==> src/verilog/adc_ctrl_pkg.sv <==
// Constants for the converter sequencer control block
// Function
// - Channel code 000..111 routes analog input zero..seven to converter.
// - Result left-justified: bits 9..2 in high byte, 1..0 in low 7..6.
// - Start high resets converter; start falling begins a conversion.
// - Converter clock is sys/2, /8 or /32; sample 32, convert 44, 76 clocks in all.
// - Writing 0000_0001 to clock select register picks sys/8.
// - Writing 0010_0000 to control makes pins 0..3 analog, channel zero.
// - Start rising edge resets converter and sets flag; finish clears it.
// - Control: channel bits 2..0, config 5..3, flag 6, start 7.
// - Config zero: all pins digital, converter off; analog pins lose digital.
// - Clock select codes 00, 01, 10 give sys/2, /8, /32; 11 undefined.
package adc_ctrl_pkg;
  localparam logic [7:0] OFS_RESULT_LOW = 8'h24;
  localparam logic [7:0] OFS_RESULT_HIGH = 8'h25;
  localparam logic [7:0] OFS_CONTROL = 8'h26;
  localparam logic [7:0] OFS_CLOCK_SEL = 8'h27;
  localparam logic [7:0] OFS_IRQ_STATUS = 8'h28;
  localparam logic [7:0] OFS_IRQ_ENABLE = 8'h29;
  localparam logic [7:0] OFS_IRQ_CLEAR = 8'h2A;
  localparam int CH_LSB = 0;
  localparam int CFG_LSB = 3;
  localparam int DONE_N_BIT = 6;
  localparam int START_BIT = 7;
  localparam logic [7:0] CONTROL_RESET = 8'h00;
  localparam logic [1:0] CLKSEL_RESET = 2'h0;
  localparam logic [1:0] CLK_DIV2 = 2'h0;
  localparam logic [1:0] CLK_DIV8 = 2'h1;
  localparam logic [1:0] CLK_DIV32 = 2'h2;
  localparam logic [4:0] HALF_DIV2 = 5'h00;
  localparam logic [4:0] HALF_DIV8 = 5'h03;
  localparam logic [4:0] HALF_DIV32 = 5'h0F;
  localparam int SAMPLE_TADS = 32;
  localparam int CONV_TADS = 76;
  localparam int RES_BITS = 10;
  typedef enum logic [1:0] {ST_IDLE, ST_RESET, ST_SAMPLE, ST_CONVERT}
    conv_state_e;
endpackage

==> src/verilog/adc_sequencer_control.sv <==
// Converter sequencer: registers, clock divider, sequencing and result
//
// Chosen here: the Avalon-MM slave port.
`timescale 1ns/1ns
`default_nettype none
module adc_sequencer_control
  import adc_ctrl_pkg::*;
#(
  parameter int RES_W = RES_BITS
)(
  input wire logic clk_sys,
  input wire logic resetn,
  input wire logic clkEn,
  input wire logic [7:0] address,
  input wire logic read,
  input wire logic write,
  input wire logic [31:0] writedata,
  output logic [31:0] readdata,
  output logic waitrequest,
  output logic irq,
  // Comparator decision from the analog array, one bit per converter clock
  input wire logic compareBit,
  output logic [7:0] analogMuxSel,
  output logic [7:0] pinAnalogEn,
  output logic converterPowerOn,
  output logic sampleActive
);

  //////////////////////////////////////////////////////////////////////////
  // Bus handshake: one wait cycle, answer at the second edge
  // A request still high while ack_q is set is the one being answered,
  // so the master must drop it at that edge or it is taken again
  logic ack_q;
  logic access;
  logic wrHit;
  assign access = (read | write) & ~ack_q;
  assign wrHit = write & ack_q;

  always_ff @(posedge clk_sys or negedge resetn)
  begin
    if (!resetn)
      ack_q <= 1'b0;
    else if (clkEn)
      ack_q <= access;
  end

  always_ff @(posedge clk_sys or negedge resetn)
  begin
    if (!resetn)
      waitrequest <= 1'b1;
    else if (clkEn)
      waitrequest <= ~access;
  end

  //////////////////////////////////////////////////////////////////////////
  // Control and clock select registers
  logic [2:0] chanSel_q;
  logic [2:0] pinCfg_q;
  logic startBit_q;
  logic startPrev_q;
  logic doneN_q;
  logic [1:0] clkSel_q;
  logic [RES_W-1:0] result_q;
  logic [1:0] irqStat_q;
  logic [1:0] irqEn_q;
  logic startRise;
  logic startFall;
  logic convFinish;
  conv_state_e state_q;

  assign startRise = startBit_q & ~startPrev_q;
  assign startFall = ~startBit_q & startPrev_q;

  always_ff @(posedge clk_sys or negedge resetn)
  begin
    if (!resetn)
    begin
      chanSel_q <= CONTROL_RESET[CH_LSB +: 3];
      pinCfg_q <= CONTROL_RESET[CFG_LSB +: 3];
      startBit_q <= CONTROL_RESET[START_BIT];
    end
    else if (clkEn && wrHit && address == OFS_CONTROL)
    begin
      chanSel_q <= writedata[CH_LSB +: 3];
      pinCfg_q <= writedata[CFG_LSB +: 3];
      startBit_q <= writedata[START_BIT];
    end
  end

  always_ff @(posedge clk_sys or negedge resetn)
  begin
    if (!resetn)
      clkSel_q <= CLKSEL_RESET;
    else if (clkEn && wrHit && address == OFS_CLOCK_SEL)
      clkSel_q <= writedata[1:0];
  end

  always_ff @(posedge clk_sys or negedge resetn)
  begin
    if (!resetn)
      startPrev_q <= 1'b0;
    else if (clkEn)
      startPrev_q <= startBit_q;
  end

  //////////////////////////////////////////////////////////////////////////
  // Converter clock divider
  logic [4:0] divCnt_q;
  logic [4:0] halfCount;
  logic tadPhase_q;
  logic tadTick;

  // Undefined code 11 falls to the slowest rate, the safe choice
  // divide by 2, 8 or 32; code 11 treated as /32
  always_comb
  begin
    unique case (clkSel_q)
      CLK_DIV2: halfCount = HALF_DIV2;
      CLK_DIV8: halfCount = HALF_DIV8;
      default: halfCount = HALF_DIV32;
    endcase
  end

  assign tadTick = (divCnt_q == halfCount) & tadPhase_q;

  always_ff @(posedge clk_sys or negedge resetn)
  begin
    if (!resetn)
    begin
      divCnt_q <= 5'h00;
      tadPhase_q <= 1'b0;
    end
    else if (clkEn)
    begin
      if (state_q == ST_IDLE || state_q == ST_RESET)
      begin
        divCnt_q <= 5'h00;
        tadPhase_q <= 1'b0;
      end
      else if (divCnt_q == halfCount)
      begin
        divCnt_q <= 5'h00;
        tadPhase_q <= ~tadPhase_q;
      end
      else
        divCnt_q <= divCnt_q + 5'h01;
    end
  end

  //////////////////////////////////////////////////////////////////////////
  // Conversion sequencer
  logic [6:0] tadCnt_q;
  logic [RES_W-1:0] sar_q;
  logic [3:0] bitIdx_q;

  // Config at zero parks the sequencer; a later config write does not
  // restart it, software has to pulse start again
  // start high holds reset, falling edge begins
  always_ff @(posedge clk_sys or negedge resetn)
  begin
    if (!resetn)
      state_q <= ST_IDLE;
    else if (clkEn)
    begin
      if (startBit_q || pinCfg_q == 3'h0)
        state_q <= startBit_q ? ST_RESET : ST_IDLE;
      else if (startFall)
        state_q <= ST_SAMPLE;
      else if (tadTick && state_q == ST_SAMPLE &&
               tadCnt_q == 7'(SAMPLE_TADS - 1))
        state_q <= ST_CONVERT;
      else if (convFinish)
        state_q <= ST_IDLE;
    end
  end

  // conversion spans 76 converter clocks overall
  assign convFinish = tadTick && state_q == ST_CONVERT &&
                      tadCnt_q == 7'(CONV_TADS - 1);

  always_ff @(posedge clk_sys or negedge resetn)
  begin
    if (!resetn)
      tadCnt_q <= 7'h00;
    else if (clkEn)
    begin
      if (state_q == ST_IDLE || state_q == ST_RESET)
        tadCnt_q <= 7'h00;
      else if (tadTick)
        tadCnt_q <= tadCnt_q + 7'h01;
    end
  end

  // Successive approximation, MSB first, one bit per converter clock
  // Only the first ten converter clocks of the conversion phase take
  // bits; the remaining 34 of its 44 are settling time
  always_ff @(posedge clk_sys or negedge resetn)
  begin
    if (!resetn)
    begin
      sar_q <= '0;
      bitIdx_q <= 4'h0;
    end
    else if (clkEn)
    begin
      if (state_q != ST_CONVERT)
      begin
        sar_q <= '0;
        bitIdx_q <= 4'(RES_W - 1);
      end
      else if (tadTick && tadCnt_q >= 7'(SAMPLE_TADS) &&
               tadCnt_q < 7'(SAMPLE_TADS + RES_W))
      begin
        sar_q[bitIdx_q] <= compareBit;
        bitIdx_q <= bitIdx_q - 4'h1;
      end
    end
  end

  always_ff @(posedge clk_sys or negedge resetn)
  begin
    // A cut conversion never loads, so the last result stays readable
    if (!resetn)
      result_q <= '0;
    else if (clkEn && convFinish)
      result_q <= sar_q;
  end

  // Flag resets to zero: nothing pending until a start is seen
  // start rise sets flag, finish clears it
  always_ff @(posedge clk_sys or negedge resetn)
  begin
    if (!resetn)
      doneN_q <= 1'b0;
    else if (clkEn)
    begin
      if (startRise)
        doneN_q <= 1'b1;
      else if (convFinish)
        doneN_q <= 1'b0;
    end
  end

  //////////////////////////////////////////////////////////////////////////
  // Interrupts: bit0 conversion done, bit1 start reset seen
  logic [1:0] irqEvent;
  logic [1:0] irqClr;
  logic [1:0] irqStat_d;
  assign irqEvent = {startRise, convFinish};
  assign irqStat_d = (irqStat_q & ~irqClr) | irqEvent;
  assign irqClr = (wrHit && address == OFS_IRQ_CLEAR) ? writedata[1:0]
                                                      : 2'h0;

  // Set wins over a clear in the same cycle
  always_ff @(posedge clk_sys or negedge resetn)
  begin
    if (!resetn)
      irqStat_q <= 2'h0;
    else if (clkEn)
      irqStat_q <= irqStat_d;
  end

  always_ff @(posedge clk_sys or negedge resetn)
  begin
    if (!resetn)
      irqEn_q <= 2'h0;
    else if (clkEn && wrHit && address == OFS_IRQ_ENABLE)
      irqEn_q <= writedata[1:0];
  end

  always_ff @(posedge clk_sys or negedge resetn)
  begin
    if (!resetn)
      irq <= 1'b0;
    else if (clkEn)
      // Follow the next status so irq rises with the sticky bit itself
      irq <= |(irqStat_d & irqEn_q);
  end

  //////////////////////////////////////////////////////////////////////////
  // Read mux
  logic [31:0] rdMux;

  always_comb
  begin
    rdMux = 32'h0000_0000;
    unique case (address)
      // left-justified result, low six bits zero
      OFS_RESULT_LOW: rdMux[7:6] = result_q[1:0];
      OFS_RESULT_HIGH: rdMux[7:0] = result_q[RES_W-1:2];
      OFS_CONTROL: rdMux[7:0] = {startBit_q, doneN_q, pinCfg_q, chanSel_q};
      OFS_CLOCK_SEL: rdMux[1:0] = clkSel_q;
      OFS_IRQ_STATUS: rdMux[1:0] = irqStat_q;
      OFS_IRQ_ENABLE: rdMux[1:0] = irqEn_q;
      default: rdMux = 32'h0000_0000;
    endcase
  end

  always_ff @(posedge clk_sys or negedge resetn)
  begin
    if (!resetn)
      readdata <= 32'h0000_0000;
    else if (clkEn)
      // Read data stands only in the answer cycle; zero otherwise keeps
      // stale bytes off the bus
      readdata <= (read && access) ? rdMux : 32'h0000_0000;
  end

  //////////////////////////////////////////////////////////////////////////
  // Analog side outputs
  genvar gi;
  logic [7:0] muxD;
  logic [7:0] pinD;
  generate
    for (gi = 0; gi < 8; gi++)
    begin : g_pin
      assign muxD[gi] = (chanSel_q == 3'(gi)) && (pinCfg_q != 3'h0);
      // pins below config code are analog; code 7 makes all eight analog
      assign pinD[gi] = (pinCfg_q != 3'h0) && (3'(gi) < pinCfg_q ||
                        (pinCfg_q == 3'h7 && gi == 7));
    end
  endgenerate

  always_ff @(posedge clk_sys or negedge resetn)
  begin
    if (!resetn)
    begin
      analogMuxSel <= 8'h00;
      pinAnalogEn <= 8'h00;
      converterPowerOn <= 1'b0;
      sampleActive <= 1'b0;
    end
    else if (clkEn)
    begin
      analogMuxSel <= muxD;
      pinAnalogEn <= pinD;
      // converter off when no pin is analog
      converterPowerOn <= pinCfg_q != 3'h0;
      // Drop with the power so no sampling shows on a dead converter
      sampleActive <= state_q == ST_SAMPLE && pinCfg_q != 3'h0;
    end
  end

endmodule
`default_nettype wire
==> config.mk <==
export PLATFORM = sky130hd
export DESIGN_NAME = adc_sequencer_control
export DESIGN_NICKNAME = d
export VERILOG_FILES = /design/src/verilog/adc_ctrl_pkg.sv /design/src/verilog/adc_sequencer_control.sv
export SDC_FILE = /design/constraint.sdc
export NUM_CORES = 1
export LEC_CHECK = 0
export BUFFER_PORTS_ARGS = -buffer_cell sky130_fd_sc_hd__buf_4
export CAP_MARGIN = 15
export CELL_PAD_IN_SITES_DETAIL_PLACEMENT = 2
export CELL_PAD_IN_SITES_GLOBAL_PLACEMENT = 2
export CORE_ASPECT_RATIO = 0.9
export CORE_MARGIN = 2
export CORE_UTILIZATION = 34
export CTS_BUF_LIST = sky130_fd_sc_hd__clkbuf_16
export DETAILED_ROUTE_END_ITERATION = 7
export PLACE_DENSITY_LB_ADDON = 0.25
export SLEW_MARGIN = 20
export SYNTH_ARGS = -nofsm -noshare
export SYNTH_HDL_FRONTEND = slang
export SYNTH_SLANG_ARGS = --single-unit
export TNS_END_PERCENT = 100
==> constraint.sdc <==
create_clock -name clk_sys -period 2.51 [get_ports clk_sys]
set_input_delay 0.502 -clock clk_sys [delete_from_list [all_inputs] [get_ports clk_sys]]
set_output_delay 0.502 -clock clk_sys [all_outputs]
set_load 0.01 [all_outputs]
==> results of run 1 <==
routing by layer:
metal	up-vias	GRT usage (%)	routed length, um
met2	63	31.1	6210
met3	14	4.99	484
met5	-	0	0
met4	0	5.08	165
met1	1838	27.2	5890
li1	1601	-	-
layout make-up:
type                    count  area (um2)  area share [%]
clock buffers               9         225            4.38
clock inverters             7        58.8            1.14
repair buffers             61         470            9.16
flip-flops and latches     83        2080            40.5
multi-input cells         299        2020            39.4
well taps                 164         205            3.99
inverters                  20        75.1            1.46
path summary, 6_finish.rpt:
| check | end | slack (ns) |
|---|---|---|
| worst min register to register | readdata[4] | 0.50 |
| worst min-delay path | analogMuxSel[4] | 0.11 |
| worst max-delay path | result_q[7] | 0.35 |
| worst max register to register | result_q[7] | 0.35 |
| min in group clk_sys | pinCfg_q[1] | 0.39 |
| max in group asynchronous | sar_q[4] | 1.74 |
where the power goes:
group	internal (uW)	switching [uW]
Sequential	1360	17.7
Combinational	66.5	126
Clock	758	561
Total	2180	704
flip-flops by register name, indices dropped and copies added, names as in the netlist, 2 cells and up:
signal        count
result_q         10
sar_q            10
analogMuxSel      8
pinAnalogEn       8
readdata          8
tadCnt_q          7
divCnt_q          5
bitIdx_q          4
chanSel_q         3
pinCfg_q          3
clkSel_q          2
irqEn_q           2
irqStat_q         2
state_q           2
logic make-up (layout without fill, tap and decap cells):
family                   after synthesis  count (layout)
adder cells (fa/ha/maj)                7               7
AO/OA/AOI/OAI                         98              98
other                                  1              24
multiplexers                          33              33
buffers and inverters                 62              97
AND/OR/NAND/NOR                      137             137
flip-flops                            83              83
critical path, delay by kind of cell, from the launching register on:
| kind | cells | cell delay, ns |
|---|---|---|
| AOI/OAI and AO/OA | 2 | 0.57 |
| DFF | 1 | 0.45 |
| muxes | 1 | 0.37 |
| and+or+nand+nor | 2 | 0.65 |
synthesized netlist by cell type, drive strengths merged (6+ instances only):
master   number  area, um2
a21oi        15       86.3
a22oi         9       67.6
and3         10       62.6
buf          29        210
clkbuf       13       50.0
dfrtp        82       2050
ha            7       87.6
inv          19       71.3
mux2         21        236
mux2i        12        120
nand2        36        135
nand3        18       90.1
nand4        11       98.8
nor2         17       63.8
nor2b         6       37.5
nor3         11       55.1
o211ai        6       45.0
o21ai        16       80.1
o2bb2ai      20        175
through the flow:
step	hold WS, ns	worst slack (ns)	total power [uW]	std cells
6_report	0.106	0.355	2890	643
5_1_grt	0.128	0.179	3000	643
4_1_cts	0.117	0.323	2920	643
3_5_place_dp	0.487	0.174	1590	627
3_3_place_gp	0.475	0.239	1590	627
2_1_floorplan	0.206	0.367	1510	444
==> metrics.md, run 1 <==
| Metric | Value |
|---|---|
| Input/output buffers | `48` |
| Main combinational cell family by area after synthesis | `simple AND/OR/NAND/NOR gates` |
| GRT Total Usage | `approximately a fifth` |
| Synthesized flop and latch total | `83` |
| Layout cell share with drive strength beyond 1 | `21.9%` |
| Element type at the critical path start | `register` |
| Num CTS Buffers | `9` |
| Clk sinks | `just over 80` |
| First-pass GRT wire length | `20800 um` |
| Die area | `13700 um2` |
| H-tree depth | `3` |
| Post-synth cell types | `62` |
| Synth Area in XOR/XNOR | `0%` |
| Setup TNS | `0 ns` |
| Number of flops mapped to enable cells by yosys | `0` |
| CP Data Arrival Time | `about 2.4 ns` |
| WL final | `12700 um` |
| # resized after CTS | `0` |
| P per Cell Area | `562 nW/um2` |
| Pin count of the biggest net entering global routing | `52` |
| Crit. End Element | `register` |
| Reg2Reg Launch Point | `divCnt_q[0]` |
| Grt ovf | `0` |
| Clock-pin transition on the worst setup and hold timing paths | `0.07 ns` |
| Final setup vio count | `0` |
| # hold bufs at CTS | `0` |
| Final Util | `40.8%` |
| Slew Limit Fails | `0` |
| VDD IR max | `0.000303 V` |
| Antenna Nets Post-Route | `0` |
| Ys flop type | `dfrtp_1` |
| Crit-path max cell delay | `0.45 ns` |
| Synth Cell Area | `around 4400 um2` |
| DR DRC count | `0` |
| Post-synthesis simple-gate area fraction | `17.7%` |
| Hold crit path type | `in2async` |
| Synthesis warning total | `0` |
| Post-synthesis adder-cell area fraction | `2.01%` |
| First-iteration detailed-routing DRC count | `140` |
| DR vias/cell | `5.47` |
| Mapped Avg Cell Area | `10.3 um2` |
| Io pins | `98` |
| Cell Chain, Critical Path | `nor3_1 -> o21ai_1 -> a21oi_4 -> nand4_4 -> mux2_2` |
| Worst skew pair latency | `0.35 ns` |
| Final min period | `2.16 ns` |
| Worst setup path class | `reg2reg` |
| Post-DP HPWL | `9050 um` |
| Design Area, Final | `5140 um2` |
| Actual slew at the worst max-slew pin | `about 0.62 ns` |
| Register area share after synthesis | `47.8%` |
| Critical Path Fanout Max | `13` |
| Fmax | `464 MHz` |
| Layout area overhead | `18.1%` |
| CTS root buffer | `clkbuf_16` |
| Slowest CP cell | `dfrtp_1` |
| Worst EP required | `approximately 2.7 ns` |
| Core Region | `12600 um2` |
| Ant. Diodes | `0` |
| DR WL/cell | `19.8 um` |
| Rel. slew slack | `58.1%` |
| Nets | `about 530` |
| Initial cell density of the core | `34.6%` |
| Max clock buf depth | `2` |
| Lkg Pwr | `roughly 0.0024 uW` |
| Complex-gate fraction of the synthesized area | `between 10% and 20%` |
| Period utilisation layout | `85.9%` |
| Routed via count | `3516` |
| Layout Skew | `0.00775 ns` |
| Status | `complete, no violations` |
| Synth async-reset ratio | `100%` |
| Die Span X | `123 um` |
| RePlAce Congestion | `roughly 0.81` |
| Placed inst area | `4850 um2` |
| Post-synthesis mux area share | `8.19%` |
| 1st-pass router iterations | `4` |
| Reg2reg path depth | `5` |
| Most common cell after layout, fill and taps aside | `dfrtp_1` |
| Total of max-cap violations | `0` |
| CTS tree | `yes` |
| Filler cells | `1351` |
| Die height | `111 um` |
| Post-Syn Instances | `421` |
| Row cnt | `39` |
| Setup bufs post-CTS | `0` |
| Initial antenna violation count | `0` |
| Vias in the first global route | `around 3.8k` |
| Most frequent cells in the layout | `dfrtp_1 (82), buf_4 (60), nand2_1 (36), conb_1 (24), mux2_2 (21)` |
| Setup repair after global routing missed its margin | `no` |
| Crit path launch | `divCnt_q[0]` |
| Hold Fails Final Rpt | `0` |
(Power assumes the default switching activity.)
==> run 2, diff against run 1 <==
Settings changed: BUFFER_PORTS_ARGS -buffer_cell sky130_fd_sc_hd__buf_4 to default, CORE_UTILIZATION 34 to 40, DONT_BUFFER_PORTS from default to 1.
==> metrics.md, run 2 (synthesis gave the netlist of run 1 again) <==
| Metric | Value |
|---|---|
| First-iteration detailed-routing DRC count | `237` |
| Initial antenna violation count | `0` |
| 1st-pass router iterations | `4` |
| Fmax | `between 400 and 500 MHz` |
| Critical Path Fanout Max | `13` |
| Worst skew pair latency | `0.35 ns` |
| Ant. Diodes | `0` |
| CP Data Arrival Time | `2.38 ns` |
| Io pins | `98` |
| Die Span X | `roughly 110 um` |
| Layout cell share with drive strength beyond 1 | `12.7%` |
| Hold crit path type | `in2async` |
| Most common cell after layout, fill and taps aside | `dfrtp_1` |
| Most frequent cells in the layout | `dfrtp_1 (82), nand2_1 (36), conb_1 (24), mux2_2 (21)` |
| Core Region | `between 10000 and 15000 um2` |
| Final min period | `2.15 ns` |
| Initial cell density of the core | `40.6%` |
| Top Metal Used | `met4` |
| Hold_ws | `around 0.061 ns` |
| Die area | `between 10000 and 15000 um2` |
| First-pass GRT wire length | `19900 um` |
| VDD IR max | `about 0.00030 V` |
| Metal2 WL | `5770 um` |
| Final setup vio count | `0` |
| # resized after CTS | `0` |
| GRT Total Usage | `22.1%` |
| RePlAce Congestion | `0.778` |
| Post-DP HPWL | `7940 um` |
| Layout area overhead | `8.42%` |
| Cell Chain, Critical Path | `nor3_1 -> o21ai_1 -> a21oi_4 -> nand4_4 -> mux2_2` |
| Met3 wire length | `roughly 480 um` |
| CTS root buffer | `clkbuf_16` |
| Status | `complete, no violations` |
| Setup repair after global routing missed its margin | `no` |
| Grt ovf | `0` |
| Hold Fails Final Rpt | `0` |
| Routed via count | `3292` |
| Crit-path max cell delay | `0.46 ns` |
| H-tree depth | `3` |
| Clock-pin transition on the worst setup and hold timing paths | `~0.070 ns` |
| Rel. slew slack | `around 60%` |
| Lkg Pwr | `0.00216 uW` |
| Setup TNS | `0 ns` |
| Num CTS Buffers | `9` |
| Antenna Nets Post-Route | `0` |
| DR DRC count | `0` |
| Worst setup path class | `reg2reg` |
| Worst EP required | `2.75 ns` |
| Pin count of the biggest net entering global routing | `84` |
| CTS tree | `yes` |
| Met1 wire length | `roughly 5600 um` |
| WL final | `12000 um` |
| Layout Skew | `0.00655 ns` |
| Actual slew at the worst max-slew pin | `0.617 ns` |
| Element type at the critical path start | `register` |
| Vias in the first global route | `approximately 3.5k` |
| Total of max-cap violations | `0` |
| Max clock buf depth | `2` |
| Die height | `103 um` |
| P per Cell Area | `slightly above 600 nW/um2` |
| Period utilisation layout | `85.5%` |
| DR vias/cell | `5.90` |
| Slowest CP cell | `dfrtp_1` |
| Row cnt | `36` |
| Nets | `approximately 470` |
| Slew Limit Fails | `0` |
| Input/output buffers | `0` |
| DR WL/cell | `21.5 um` |
| Crit. End Element | `register` |
| Clk sinks | `83` |
| Placed inst area | `4390 um2` |
| Top flop regs | `result_q (10), sar_q (10)` |
| Design Area, Final | `4720 um2` |
| Setup bufs post-CTS | `0` |
[run 2: final timing paths]
check,depth (start not counted),slack [ns],from,end
max reg2reg,5,0.36,divCnt_q[0],result_q[3]
max,5,0.36,divCnt_q[0],result_q[3]
min reg2reg,1,0.51,result_q[5],result_q[5]
max in group asynchronous,1,2.11,resetn,waitrequest
min in group clk_sys,1,0.24,clkEn,pinAnalogEn[2]
min,1,0.06,resetn,sar_q[9]
[run 2: worst max-delay path, delay by kind of cell (launching register included)]
| family | cells | cell delay (ns) |
|---|---|---|
| flops | 1 | 0.46 |
| simple gates | 2 | 0.64 |
| mux | 1 | 0.37 |
| compound gates | 2 | 0.55 |
[run 2: power breakdown]
part / internal, uW / leakage, uW / switching, uW
clock network: 780 / 0.000148 / 595
logic: 35.7 / 0.000879 / 88.1
registers: 1360 / 0.00113 / 22.4
total: 2170 / 0.00216 / 706
[run 2: timing repair]
action,4_1_cts,5_1_grt
hold buffers,1,0
hold endpoints to repair,83,0
endpoints found under the setup margin,0,0
[run 2: cell type report]
type / count / area, um2
multi-input combinational: 299 / 2020
inverter: 20 / 75.1
timing repair buffer: 7 / 72.6
tap: 133 / 166
clock inverter: 7 / 76.3
sequential: 83 / 2080
fill: 1147 / 6000
clock buffer: 9 / 225
[run 2: metrics by stage]
step,utilization (%),worst slack [ns],std cells,power [uW]
final,44.0,0.363,558,2880
after global routing,44.0,0.162,558,2980
after CTS,44.0,0.361,558,2910
after detailed placement,40.9,0.343,541,1500
after global placement,40.9,0.362,541,1490
after floorplan,-,0.367,444,1510
[run 2: layer usage]
metal  up-vias  track usage, %
li1       1491               -
met1      1723            29.9
met2        63            35.4
met3        15            5.11
met4         0            7.22
met5         -               0
